`config.mk`:
```
export PLATFORM = sky130hd
export DESIGN_NAME = dts_sequencer
export DESIGN_NICKNAME = d
export VERILOG_FILES = /design/src/rtl/dts_sequencer.v
export VERILOG_INCLUDE_DIRS = /design/src /design/src/rtl
export SDC_FILE = /design/constraint.sdc
export NUM_CORES = 1
export LEC_CHECK = 0
export BUFFER_PORTS_ARGS = -buffer_cell sky130_fd_sc_hd__buf_2
export CORE_MARGIN = 2
export CORE_UTILIZATION = 62
export DETAILED_ROUTE_END_ITERATION = 10
export PLACE_DENSITY = 0.8
export RECOVER_POWER = 100
export SYNTH_ARGS = -nofsm -noshare
export SYNTH_HDL_FRONTEND = slang
export SYNTH_SLANG_ARGS = --single-unit
```
`constraint.sdc`:
```
create_clock -name mclk_i -period 5.4 [get_ports mclk_i]
set_clock_uncertainty 0.05 [all_clocks]
set_input_delay 0.54 -clock mclk_i [delete_from_list [all_inputs] [get_ports mclk_i]]
set_output_delay 0.54 -clock mclk_i [all_outputs]
set_load 0.005 [all_outputs]
```
`src/rtl/dts_consts.vh`:
```
// Register map and timing constants for the dual time slot sequencer
`ifndef DTS_CONSTS_VH
`define DTS_CONSTS_VH
// ----------------------------------------
// Register offsets
// ----------------------------------------
`define DTS_REG_STATUS 8'h00
`define DTS_REG_MODE 8'h10
`define DTS_REG_SAMPLE_RATE 8'h12
`define DTS_REG_ROUTING 8'h14
`define DTS_REG_A_LED_TIMING 8'h30
`define DTS_REG_A_PULSE_COUNT 8'h31
`define DTS_REG_B_LED_TIMING 8'h35
`define DTS_REG_B_PULSE_COUNT 8'h36
`define DTS_REG_A_FE_WINDOW 8'h39
`define DTS_REG_B_FE_WINDOW 8'h3B
`define DTS_REG_FIFO_LO 8'h60
`define DTS_REG_FIFO_HI 8'h61
`define DTS_REG_A_RESULT_LO 8'h64
`define DTS_REG_A_RESULT_HI 8'h65
`define DTS_REG_B_RESULT_LO 8'h66
`define DTS_REG_B_RESULT_HI 8'h67
// ----------------------------------------
// Field positions and codes
// ----------------------------------------
`define DTS_ROUTE_B_MSB 11
`define DTS_ROUTE_B_LSB 8
`define DTS_ROUTE_A_MSB 7
`define DTS_ROUTE_A_LSB 4
`define DTS_ROUTE_FLOAT 4'h0
`define DTS_ROUTE_SUMMED 4'h1
`define DTS_ROUTE_SPLIT 4'h5
`define DTS_MODE_STANDBY 2'h0
`define DTS_MODE_PROGRAM 2'h1
`define DTS_MODE_NORMAL 2'h2
// ----------------------------------------
// Reset values
// ----------------------------------------
`define DTS_RST_SAMPLE_RATE 16'h0008
`define DTS_RST_LED_TIMING 16'h0320
`define DTS_RST_PULSE_COUNT 16'h010F
`define DTS_RST_FE_WINDOW 16'h22F0
`define DTS_RST_ROUTING 16'h0110
// ----------------------------------------
// Timing
// ----------------------------------------
`define DTS_CLK_HZ 250000000
`define DTS_SAMPLE_CLK_HZ 32000
`define DTS_SAMPLE_TICK_CYC (`DTS_CLK_HZ / `DTS_SAMPLE_CLK_HZ)
`define DTS_US_CYC (`DTS_CLK_HZ / 1000000)
`define DTS_PROC_A_US 68
`define DTS_PROC_B_US 20
`define DTS_FIFO_DEPTH 8
`endif

```
`src/rtl/dts_sequencer.v`:
```
// Dual time slot sequencer with register file, result registers and result FIFO
`default_nettype none
`include "dts_consts.vh"

module dts_sequencer #(
  parameter SAMPLE_TICK_CYC = `DTS_SAMPLE_TICK_CYC
) (
  input wire mclk_i,
  input wire rst_b_i,
  input wire [7:0] reg_addr_i,
  input wire [15:0] reg_wdata_i,
  input wire reg_wr_i,
  input wire reg_rd_i,
  output reg [15:0] reg_rdata_o,
  input wire [19:0] adc_data_i,
  input wire adc_valid_i,
  output wire slot_a_active_o,
  output wire slot_b_active_o,
  output reg led_pulse_o,
  output reg [3:0] input_route_o,
  output reg [15:0] frontend_window_o,
  output wire [1:0] mode_o
);

  // ----------------------------------------
  // States
  // ----------------------------------------
  localparam [4:0] ST_IDLE = 5'h01, ST_A_PULSE = 5'h02, ST_A_PROC = 5'h04;
  localparam [4:0] ST_B_PULSE = 5'h08, ST_B_PROC = 5'h10;
  localparam [31:0] TICK_LAST = SAMPLE_TICK_CYC - 1, US_LAST = `DTS_US_CYC - 1;
  localparam [31:0] PROC_A = `DTS_PROC_A_US, PROC_B = `DTS_PROC_B_US, DEPTH = `DTS_FIFO_DEPTH;

  // ----------------------------------------
  // Register file
  // ----------------------------------------
  reg [1:0] mode_q;
  reg [15:0] rate_q, route_q, a_led_q, a_cnt_q, b_led_q, b_cnt_q, a_win_q, b_win_q;
  reg [19:0] a_res_q, b_res_q, acc_q;
  reg [19:0] fifo_mem [0:`DTS_FIFO_DEPTH-1];
  reg [2:0] wr_ptr_q, rd_ptr_q;
  reg [3:0] fifo_cnt_q;
  reg [4:0] state_q;
  reg [12:0] tick_cnt_q;
  reg [15:0] period_cnt_q, phase_cnt_q;
  reg [7:0] us_cnt_q, pulse_left_q;

  wire sample_tick = (tick_cnt_q == TICK_LAST[12:0]);
  wire us_tick = (us_cnt_q == US_LAST[7:0]);
  wire normal = (mode_q == `DTS_MODE_NORMAL);
  wire fifo_pop = reg_rd_i && (reg_addr_i == `DTS_REG_FIFO_LO) && (fifo_cnt_q != 4'h0);
  wire [19:0] fifo_head = fifo_mem[rd_ptr_q];

  assign mode_o = mode_q;
  assign slot_a_active_o = (state_q == ST_A_PULSE);
  assign slot_b_active_o = (state_q == ST_B_PULSE);

  // Reserved route codes fall back to floating inputs
  function [3:0] route_code;
    input [3:0] sel;
    route_code = (sel == `DTS_ROUTE_SUMMED || sel == `DTS_ROUTE_SPLIT) ? sel : `DTS_ROUTE_FLOAT;
  endfunction

  always @(posedge mclk_i)
  begin
    if (!rst_b_i)
    begin
      mode_q <= `DTS_MODE_STANDBY;
      rate_q <= `DTS_RST_SAMPLE_RATE;
      route_q <= `DTS_RST_ROUTING;
      a_led_q <= `DTS_RST_LED_TIMING;
      a_cnt_q <= `DTS_RST_PULSE_COUNT;
      b_led_q <= `DTS_RST_LED_TIMING;
      b_cnt_q <= `DTS_RST_PULSE_COUNT;
      a_win_q <= `DTS_RST_FE_WINDOW;
      b_win_q <= `DTS_RST_FE_WINDOW;
    end
    else if (reg_wr_i)
    begin
      case (reg_addr_i)
        `DTS_REG_MODE: mode_q <= reg_wdata_i[1:0];
        `DTS_REG_SAMPLE_RATE: rate_q <= reg_wdata_i;
        `DTS_REG_ROUTING: route_q <= reg_wdata_i;
        `DTS_REG_A_LED_TIMING: a_led_q <= reg_wdata_i;
        `DTS_REG_A_PULSE_COUNT: a_cnt_q <= reg_wdata_i;
        `DTS_REG_B_LED_TIMING: b_led_q <= reg_wdata_i;
        `DTS_REG_B_PULSE_COUNT: b_cnt_q <= reg_wdata_i;
        `DTS_REG_A_FE_WINDOW: a_win_q <= reg_wdata_i;
        `DTS_REG_B_FE_WINDOW: b_win_q <= reg_wdata_i;
        default: mode_q <= mode_q;
      endcase
    end
  end

  always @(posedge mclk_i)
  begin
    if (!rst_b_i)
      reg_rdata_o <= 16'h0000;
    else if (reg_rd_i)
    begin
      case (reg_addr_i)
        `DTS_REG_STATUS: reg_rdata_o <= {6'h00, state_q, 1'b0, fifo_cnt_q};
        `DTS_REG_MODE: reg_rdata_o <= {14'h0000, mode_q};
        `DTS_REG_SAMPLE_RATE: reg_rdata_o <= rate_q;
        `DTS_REG_ROUTING: reg_rdata_o <= route_q;
        `DTS_REG_A_LED_TIMING: reg_rdata_o <= a_led_q;
        `DTS_REG_A_PULSE_COUNT: reg_rdata_o <= a_cnt_q;
        `DTS_REG_B_LED_TIMING: reg_rdata_o <= b_led_q;
        `DTS_REG_B_PULSE_COUNT: reg_rdata_o <= b_cnt_q;
        `DTS_REG_A_FE_WINDOW: reg_rdata_o <= a_win_q;
        `DTS_REG_B_FE_WINDOW: reg_rdata_o <= b_win_q;
        `DTS_REG_FIFO_LO: reg_rdata_o <= fifo_head[15:0];
        `DTS_REG_FIFO_HI: reg_rdata_o <= {12'h000, fifo_head[19:16]};
        `DTS_REG_A_RESULT_LO: reg_rdata_o <= a_res_q[15:0];
        `DTS_REG_A_RESULT_HI: reg_rdata_o <= {12'h000, a_res_q[19:16]};
        `DTS_REG_B_RESULT_LO: reg_rdata_o <= b_res_q[15:0];
        `DTS_REG_B_RESULT_HI: reg_rdata_o <= {12'h000, b_res_q[19:16]};
        default: reg_rdata_o <= 16'h0000;
      endcase
    end
  end

  // ----------------------------------------
  // 32 kHz sample clock and period timer
  // ----------------------------------------
  always @(posedge mclk_i)
  begin
    if (!rst_b_i)
    begin
      tick_cnt_q <= 13'h0000;
      period_cnt_q <= 16'h0000;
      us_cnt_q <= 8'h00;
    end
    else
    begin
      us_cnt_q <= us_tick ? 8'h00 : us_cnt_q + 8'h01;
      tick_cnt_q <= sample_tick ? 13'h0000 : tick_cnt_q + 13'h0001;
      if (!normal)
        period_cnt_q <= 16'h0000;
      else if (sample_tick)
      begin
        // Period counts sample-clock ticks; zero behaves as one
        period_cnt_q <= (period_cnt_q + 16'h0001 >= rate_q) ? 16'h0000
                        : period_cnt_q + 16'h0001;
      end
    end
  end

  wire period_start = normal && sample_tick && (period_cnt_q == 16'h0000);

  // ----------------------------------------
  // Slot sequencer
  // ----------------------------------------
  wire phase_done = us_tick && (phase_cnt_q <= 16'h0001);
  wire in_a = (state_q == ST_A_PULSE) || (state_q == ST_A_PROC);
  wire [7:0] cur_interval = in_a ? a_cnt_q[7:0] : b_cnt_q[7:0];
  // Leaving sampling mode during processing must not push a partial result
  wire fifo_push = normal && phase_done && ((state_q == ST_A_PROC) || (state_q == ST_B_PROC));

  always @(posedge mclk_i)
  begin
    if (!rst_b_i)
    begin
      state_q <= ST_IDLE;
      phase_cnt_q <= 16'h0000;
      pulse_left_q <= 8'h00;
      led_pulse_o <= 1'b0;
      acc_q <= 20'h00000;
      a_res_q <= 20'h00000;
      b_res_q <= 20'h00000;
    end
    else
    begin
      led_pulse_o <= 1'b0;
      if ((state_q == ST_A_PULSE || state_q == ST_B_PULSE) && adc_valid_i)
        acc_q <= acc_q + adc_data_i;
      if (us_tick && phase_cnt_q > 16'h0001)
        phase_cnt_q <= phase_cnt_q - 16'h0001;
      if (!normal)
        state_q <= ST_IDLE;
      else
        case (state_q)
          ST_IDLE:
            if (period_start)
            begin
              state_q <= ST_A_PULSE;
              phase_cnt_q <= {8'h00, a_led_q[7:0]};
              pulse_left_q <= a_cnt_q[15:8];
              acc_q <= 20'h00000;
            end
          ST_A_PULSE, ST_B_PULSE:
            if (phase_done)
            begin
              if (pulse_left_q != 8'h00)
              begin
                led_pulse_o <= 1'b1;
                pulse_left_q <= pulse_left_q - 8'h01;
                phase_cnt_q <= {8'h00, cur_interval};
              end
              else if (in_a)
              begin
                state_q <= ST_A_PROC;
                phase_cnt_q <= PROC_A[15:0];
              end
              else
              begin
                state_q <= ST_B_PROC;
                phase_cnt_q <= PROC_B[15:0];
              end
            end
          ST_A_PROC:
            if (phase_done)
            begin
              a_res_q <= acc_q;
              acc_q <= 20'h00000;
              state_q <= ST_B_PULSE;
              phase_cnt_q <= {8'h00, b_led_q[7:0]};
              pulse_left_q <= b_cnt_q[15:8];
            end
          ST_B_PROC:
            if (phase_done)
            begin
              b_res_q <= acc_q;
              state_q <= ST_IDLE;
            end
          default: state_q <= ST_IDLE;
        endcase
    end
  end

  // Route and window follow the slot in progress
  always @(posedge mclk_i)
  begin
    if (!rst_b_i || !(in_a || state_q == ST_B_PULSE || state_q == ST_B_PROC))
    begin
      input_route_o <= `DTS_ROUTE_FLOAT;
      frontend_window_o <= 16'h0000;
    end
    else if (in_a)
    begin
      input_route_o <= route_code(route_q[`DTS_ROUTE_A_MSB:`DTS_ROUTE_A_LSB]);
      frontend_window_o <= a_win_q;
    end
    else
    begin
      input_route_o <= route_code(route_q[`DTS_ROUTE_B_MSB:`DTS_ROUTE_B_LSB]);
      frontend_window_o <= b_win_q;
    end
  end

  // ----------------------------------------
  // Result FIFO
  // ----------------------------------------
  // A full FIFO drops the newest result; the result registers still update
  always @(posedge mclk_i)
  begin
    if (!rst_b_i)
    begin
      wr_ptr_q <= 3'h0;
      rd_ptr_q <= 3'h0;
      fifo_cnt_q <= 4'h0;
    end
    else
    begin
      if (fifo_push && (fifo_cnt_q != DEPTH[3:0] || fifo_pop))
      begin
        fifo_mem[wr_ptr_q] <= acc_q;
        wr_ptr_q <= wr_ptr_q + 3'h1;
      end
      if (fifo_pop)
        rd_ptr_q <= rd_ptr_q + 3'h1;
      if (fifo_push && (fifo_cnt_q != DEPTH[3:0]) && !fifo_pop)
        fifo_cnt_q <= fifo_cnt_q + 4'h1;
      else if (fifo_pop && !fifo_push)
        fifo_cnt_q <= fifo_cnt_q - 4'h1;
    end
  end

endmodule // dts_sequencer
`default_nettype wire

```
==> results of run 1 <==
report_power, final:
part	switching (uW)	internal (uW)	leakage (uW)
clock	1390	2150	0.000837
combinational	107	41.6	0.00342
sequential	5.36	3610	0.00428
flip-flops by register name, indices dropped and copies added (netlist names), 5 cells and up, named ones only:
register and count:
acc_q 20, pulse_left_q 8, b_win_q 16, route_q 16, b_res_q 20, a_led_q 16
us_cnt_q 8, tick_cnt_q 13, b_cnt_q 16, state_q 5, phase_cnt_q 16, a_cnt_q 16
fifo_mem 160, rate_q 16, b_led_q 16, a_win_q 16, a_res_q 20, frontend_window_o 16
reg_rdata_o 16, period_cnt_q 16
cells by family (layout without fill, tap and decap cells):
| group | count (synthesis) | after routing | share of synthesized area [%] |
|---|---|---|---|
| buf+inv | 170 | 237 | 3.30 |
| mux | 100 | 100 | 7.30 |
| other cells | 1 | 3 | 0.0179 |
| simple gates | 849 | 849 | 18.2 |
| xor+xnor | 63 | 63 | 2.63 |
| fa+ha+maj | 49 | 49 | 3.00 |
| compound gates | 439 | 439 | 13.3 |
| flops | 466 | 466 | 52.2 |
layer usage:
metal / up-vias / GRT usage (%)
met2: 841 / 54.3
met5: - / 0
met1: 8115 / 42.1
met4: 0 / 15.8
met3: 182 / 5.07
li1: 7717 / -
critical path: stages:
cell	delay (ps)
clkbuf_1	620
or4_1	830
nor2b_1	410
nand2_2	110
a32o_1	310
or2_0	280
clkinv_1	80
nand2_1	140
nor2_1	1260
layout by cell type, fill, tap and decap left out, drive strengths merged, types with 24 or more instances in the layout:
cell type and count:
a21oi 234, a221oi 33, buf 91, clkbuf 88
dfxtp 306, edfxtp 160, ha 47, inv 34
mux2i 37, mux4 40, nand2 455, nand3 84
nor2 147, nor3 35, o21ai 32, xnor2 39
xor2 24
final timing paths:
kind / startpoint / end / slack (ps) / cells past startpoint
min: reg_wdata_i[11] / a_cnt_q[11]$_SDFFE_PN0P_ / 250 / 3
min reg2reg: b_res_q[9]$_SDFFE_PN0P_ / b_res_q[9]$_SDFFE_PN0P_ / 400 / 2
max: reg_addr_i[1] / fifo_mem[4][6]$_DFFE_PP_ / 910 / 9
max reg2reg: phase_cnt_q[3]$_SDFF_PN0_ / phase_cnt_q[2]$_SDFF_PN0_ / 1050 / 7
metrics by stage:
step	cell area [um^2]	hold WS (ps)	utilization, %	total power, uW
6_report	23200	250	69.6	7310
5_1_grt	23200	263	69.6	7450
4_1_cts	23400	238	70.0	7320
3_5_place_dp	21700	395	64.9	3840
3_3_place_gp	21700	388	64.9	3830
2_1_floorplan	21000	380	-	3780
final cells by class:
class	instances	area (um^2)	area share [%]
antenna	1	2.50	0.0108
sequential	466	10900	47.1
timing repair buffer	116	593	2.55
multi-input combinational	1502	9300	40.1
clock inverter	24	343	1.48
inverter	34	130	0.560
tap	448	561	2.41
clock buffer	63	1360	5.85
==> results.py, run 1 <==
metrics = {
    "outcome": {
        "status": "finished, violations left",
        "violations": "capacitance limit, slew limit",
    },
    "run": {
        "maxCapViolCount": 5,
    },
    "clock_tree": {
        "postCtsSetupBuffers": 0,
        "clockBufferDepth": 3,
        "numCtsBuffers": 47,
        "cts_resized": 0,
        "clk_latency_ps": 570,
        "clock_sinks": 466,
        "clkTransAtPathRegs_ps": 60,
        "h-tree-depth": 2,
        "holdBufCountCts": 0,
        "cts-root-buf": "clkbuf_16",
        "tritoncts": "done",
    },
    "global_route": {
        "grt_max_degree": 90,
        "overflow": 0,
        "antenna_found_initial": 0,
        "grt.total_usage_pct": 32.7,
        "grt_pass1_wl_um": 91000,
        "grt_pass1_vias": 16500,
    },
    "sta": {
        "post-route-min-period_ps": 4490,
        "timing.fmax_mhz": 223,
        "setup_violations": 0,
        "hold_violations": 0,
        "tightest_slew_ps": 1970,
        "setup_slack_ps": 912,
        "drv_slew": 128,
        "relSlewSlack_pct": -31.8,
        "fin_crit_sh_pct": 83.1,
        "rsz0062_at_grt": "no",
        "setup_tns_ps": 0,
    },
    "place": {
        "place_hpwl_um": 39600,
        "dp.cells": 2566,
        "globalplace.congestion": 0.955,
        "port-buffer-count": 89,
        "pre_cts_ws_ps": 1480,
    },
    "final_layout": {
        "drive_gt1_share_pct": 11.8,
        "area_growth_pct": 10.8,
        "num-fill-cells": 2565,
        "finalNonFillerCells": 2654,
        "nets": 2265,
    },
    "routing": {
        "wl_met2_um": 27400,
        "avgRoutedWirePerCell_um": 21.7,
        "wl_met3_um": 4900,
        "vias": 16900,
        "antenna_left": 0,
        "drt_first_pass_iters": 8,
        "routed_wl_um": 57700,
        "maxUsedRoutingLayer": "met4",
        "remaining_drc_errors": 0,
        "drt_iter0_markers": 1716,
        "drt-met1-wl_um": 22600,
        "drt-vias-per-instance": 6.35,
    },
    "worst_setup_path": {
        "worst_setup_path_start_kind": "input port",
        "arrival_ps": 4610,
        "endpoint_kind": "flip-flop",
        "path_class": "in -> reg",
        "crit_required_ps": 5520,
        "worst-path-max-fanout": 27,
    },
    "power": {
        "powerDensity_nw_per_um2": 315,
        "leakage_uw": 0.00854,
        "ir_worst_vdd_uv": 268,
    },
    "synth": {
        "ys_seq_area_share_pct": 52.2,
        "synth-warning-count": 0,
        "synth_top_area_cell": "dfxtp_1",
        "synth_flop_cell": "dfxtp_1",
        "async_flop_share_pct": 0,
        "ys_ff_latch": 466,
        "synth_most_common_cell": "nand2_1",
        "synthesis.area_um2": 21000,
        "ys_types": 79,
        "synth_edf_count": 160,
        "synth_common_cells": "nand2_1, dfxtp_1, a21oi_1",
        "synth_top_area_share_pct": 29.2,
        "netlist_top_cells_area": "dfxtp_1, edfxtp_1, nand2_1",
        "syn_area_per_cell_um2": 9.80,
        "syn_inst": 2137,
    },
    "floorplan": {
        "ios": 90,
        "die_h_um": 188,
        "initial_utilization_pct": 62.8,
        "core.rowCount": 67,
        "coreArea_um2": 33400,
        "fp.dieW_um": 188,
        "die_area_um2": 35300,
    },
    "worst_hold_path": {
        "hold_path_class": "in -> reg",
    },
}
Note: power is estimated with default switching activity, not from simulation.
==> run 2, diff against run 1 <==
--- a/config.mk
+++ b/config.mk
@@ -8,9 +8,9 @@
 export LEC_CHECK = 0
 export BUFFER_PORTS_ARGS = -buffer_cell sky130_fd_sc_hd__buf_2
 export CORE_MARGIN = 2
-export CORE_UTILIZATION = 62
+export CORE_UTILIZATION = 56
 export DETAILED_ROUTE_END_ITERATION = 10
-export PLACE_DENSITY = 0.8
+export PLACE_DENSITY = 0.76
 export RECOVER_POWER = 100
 export SYNTH_ARGS = -nofsm -noshare
 export SYNTH_HDL_FRONTEND = slang
==> constraint.sdc (replaced) <==
create_clock -name mclk_i -period 3.6 [get_ports mclk_i]
set_clock_uncertainty 0.05 [all_clocks]
set_input_delay 0.36 -clock mclk_i [delete_from_list [all_inputs] [get_ports mclk_i]]
set_output_delay 0.36 -clock mclk_i [all_outputs]
set_load 0.005 [all_outputs]
==> results.py, run 2 (synthesized netlist as in run 1, its figures left out) <==
metrics = {
    "place": {
        "port-buffer-count": 89,
        "place_area_um2": 21900,
        "place_hpwl_um": 39100,
        "globalplace.congestion": 0.900,
    },
    "routing": {
        "antenna_left": 0,
        "vias": 16800,
        "wl_met2_um": 26800,
        "remaining_drc_errors": 0,
        "drt-met1-wl_um": 23000,
        "wl_met3_um": 4330,
        "avgRoutedWirePerCell_um": 21.1,
        "drt_first_pass_iters": 6,
        "drt-vias-per-instance": 6.19,
        "maxUsedRoutingLayer": "met4",
        "drt_iter0_markers": 1805,
        "routed_wl_um": 57200,
    },
    "worst_setup_path": {
        "path_class": "reg -> reg",
        "arrival_ps": 3580,
        "crit_slowest_cell": "clkbuf_2",
        "endpoint_kind": "flip-flop",
        "crit_required_ps": 3750,
        "worst-path-max-fanout": 20,
        "critPathMaxStageDelay_ps": 520,
        "cpMostUsedCell": "or3_1",
        "worst_setup_path_start_kind": "flip-flop",
        "crit_chain": "or3_1 > nor4_4 > nand4b_2 > clkbuf_1 > or2_0 > or3_1 > nor3_1 > clkbuf_2",
    },
    "clock_tree": {
        "clkTransAtPathRegs_ps": 60,
        "holdBufCountCts": 0,
        "cts-root-buf": "clkbuf_16",
        "clk_latency_ps": 580,
        "tritoncts": "done",
        "clock_sinks": 466,
        "numCtsBuffers": 48,
        "clockBufferDepth": 3,
        "h-tree-depth": 2,
    },
    "sta": {
        "post-route-min-period_ps": 3430,
        "relSlewSlack_pct": 9.40,
        "drv_slew": 0,
        "setup_violations": 0,
        "whs_ps": 60.2,
        "hold_violations": 0,
        "tightest_slew_ps": 1350,
        "setup_tns_ps": 0,
        "fin_crit_sh_pct": 95.3,
        "timing.fmax_mhz": 291,
    },
    "floorplan": {
        "die_h_um": 197,
        "ios": 90,
        "coreArea_um2": 36700,
        "initial_utilization_pct": 57.1,
        "fp.dieW_um": 197,
        "core.rowCount": 70,
        "die_area_um2": 39000,
    },
    "outcome": {
        "status": "finished clean",
    },
    "final_layout": {
        "layout_common_cells": "nand2_1, dfxtp_1, a21oi_1, edfxtp_1, nor2_1",
        "area_growth_pct": 12.0,
        "finalInstanceArea_um2": 23500,
        "largest_reg_flops": 160,
        "mostFrequentLayoutCell": "nand2_1",
        "nets": 2303,
        "top_register": "fifo_mem",
        "n_antenna_cell": 0,
        "drive_gt1_share_pct": 12.9,
    },
    "run": {
        "maxCapViolCount": 0,
    },
    "power": {
        "ir_worst_vdd_uv": 296,
        "p_total_uw": 10800,
        "powerDensity_nw_per_um2": 461,
        "leakage_uw": 0.00864,
    },
    "worst_hold_path": {
        "hold_path_class": "in -> reg",
    },
    "global_route": {
        "grt_pass1_wl_um": 89700,
        "grt_pass1_vias": 16200,
        "antenna_found_initial": 0,
        "grt.total_usage_pct": 29.4,
        "grt_max_degree": 150,
        "overflow": 0,
    },
}
-- run 2: routing by layer --
layer  vias up  GRT usage (%)
met5         -              0
met4         0           14.9
met3       159           5.50
met2       740           47.7
met1      8097           37.8
li1       7803              -
-- run 2: power breakdown --
group	internal [uW]	switching, uW	total (uW)
logic	64.3	161	225
registers	5410	7.96	5420
clock network	3070	2110	5180
-- run 2: worst max-delay path, delay by kind of cell, from the launching register on --
family / cells / cell delay (ps)
flops: 1 / 330
simple gates: 6 / 1940
buf+inv: 2 / 740
-- run 2: timing repair --
| action | CTS | global route |
|---|---|---|
| gates resized for setup | 0 | 12 |
| buffers inserted | 0 | 4 |
| setup endpoints to repair | 0 | 17 |
-- run 2: cell type report --
class	instances	area, um^2
Clock buffer	66	1390
Clock inverter	23	268
Fill cell	2933	13200
Inverter	34	130
Multi-Input combinational cell	1502	9340
Sequential cell	466	10900
Tap cell	468	586
Timing Repair Buffer	153	816
-- run 2: metrics by stage --
step           instances  util (%)  setup slack (ps)
2_1_floorplan       2138         -              -403
3_3_place_gp        2619      59.8               273
3_5_place_dp        2619      59.8               127
4_1_cts             2708      64.3               102
5_1_grt             2712      63.9             -7.70
6_report            2712      63.9               168
-- run 2: path summary, 6_finish.rpt --
path	start	endpoint	slack (ps)	depth (start not counted)
worst max register to register	phase_cnt_q[3]$_SDFF_PN0_	fifo_mem[1][7]$_DFFE_PP_	170	8
worst min-delay path	reg_wdata_i[4]	b_led_q[4]$_SDFFE_PN0P_	60	3
worst min register to register	a_res_q[2]$_SDFFE_PN0P_	a_res_q[2]$_SDFFE_PN0P_	400	2
worst max-delay path	phase_cnt_q[3]$_SDFF_PN0_	fifo_mem[1][7]$_DFFE_PP_	170	8
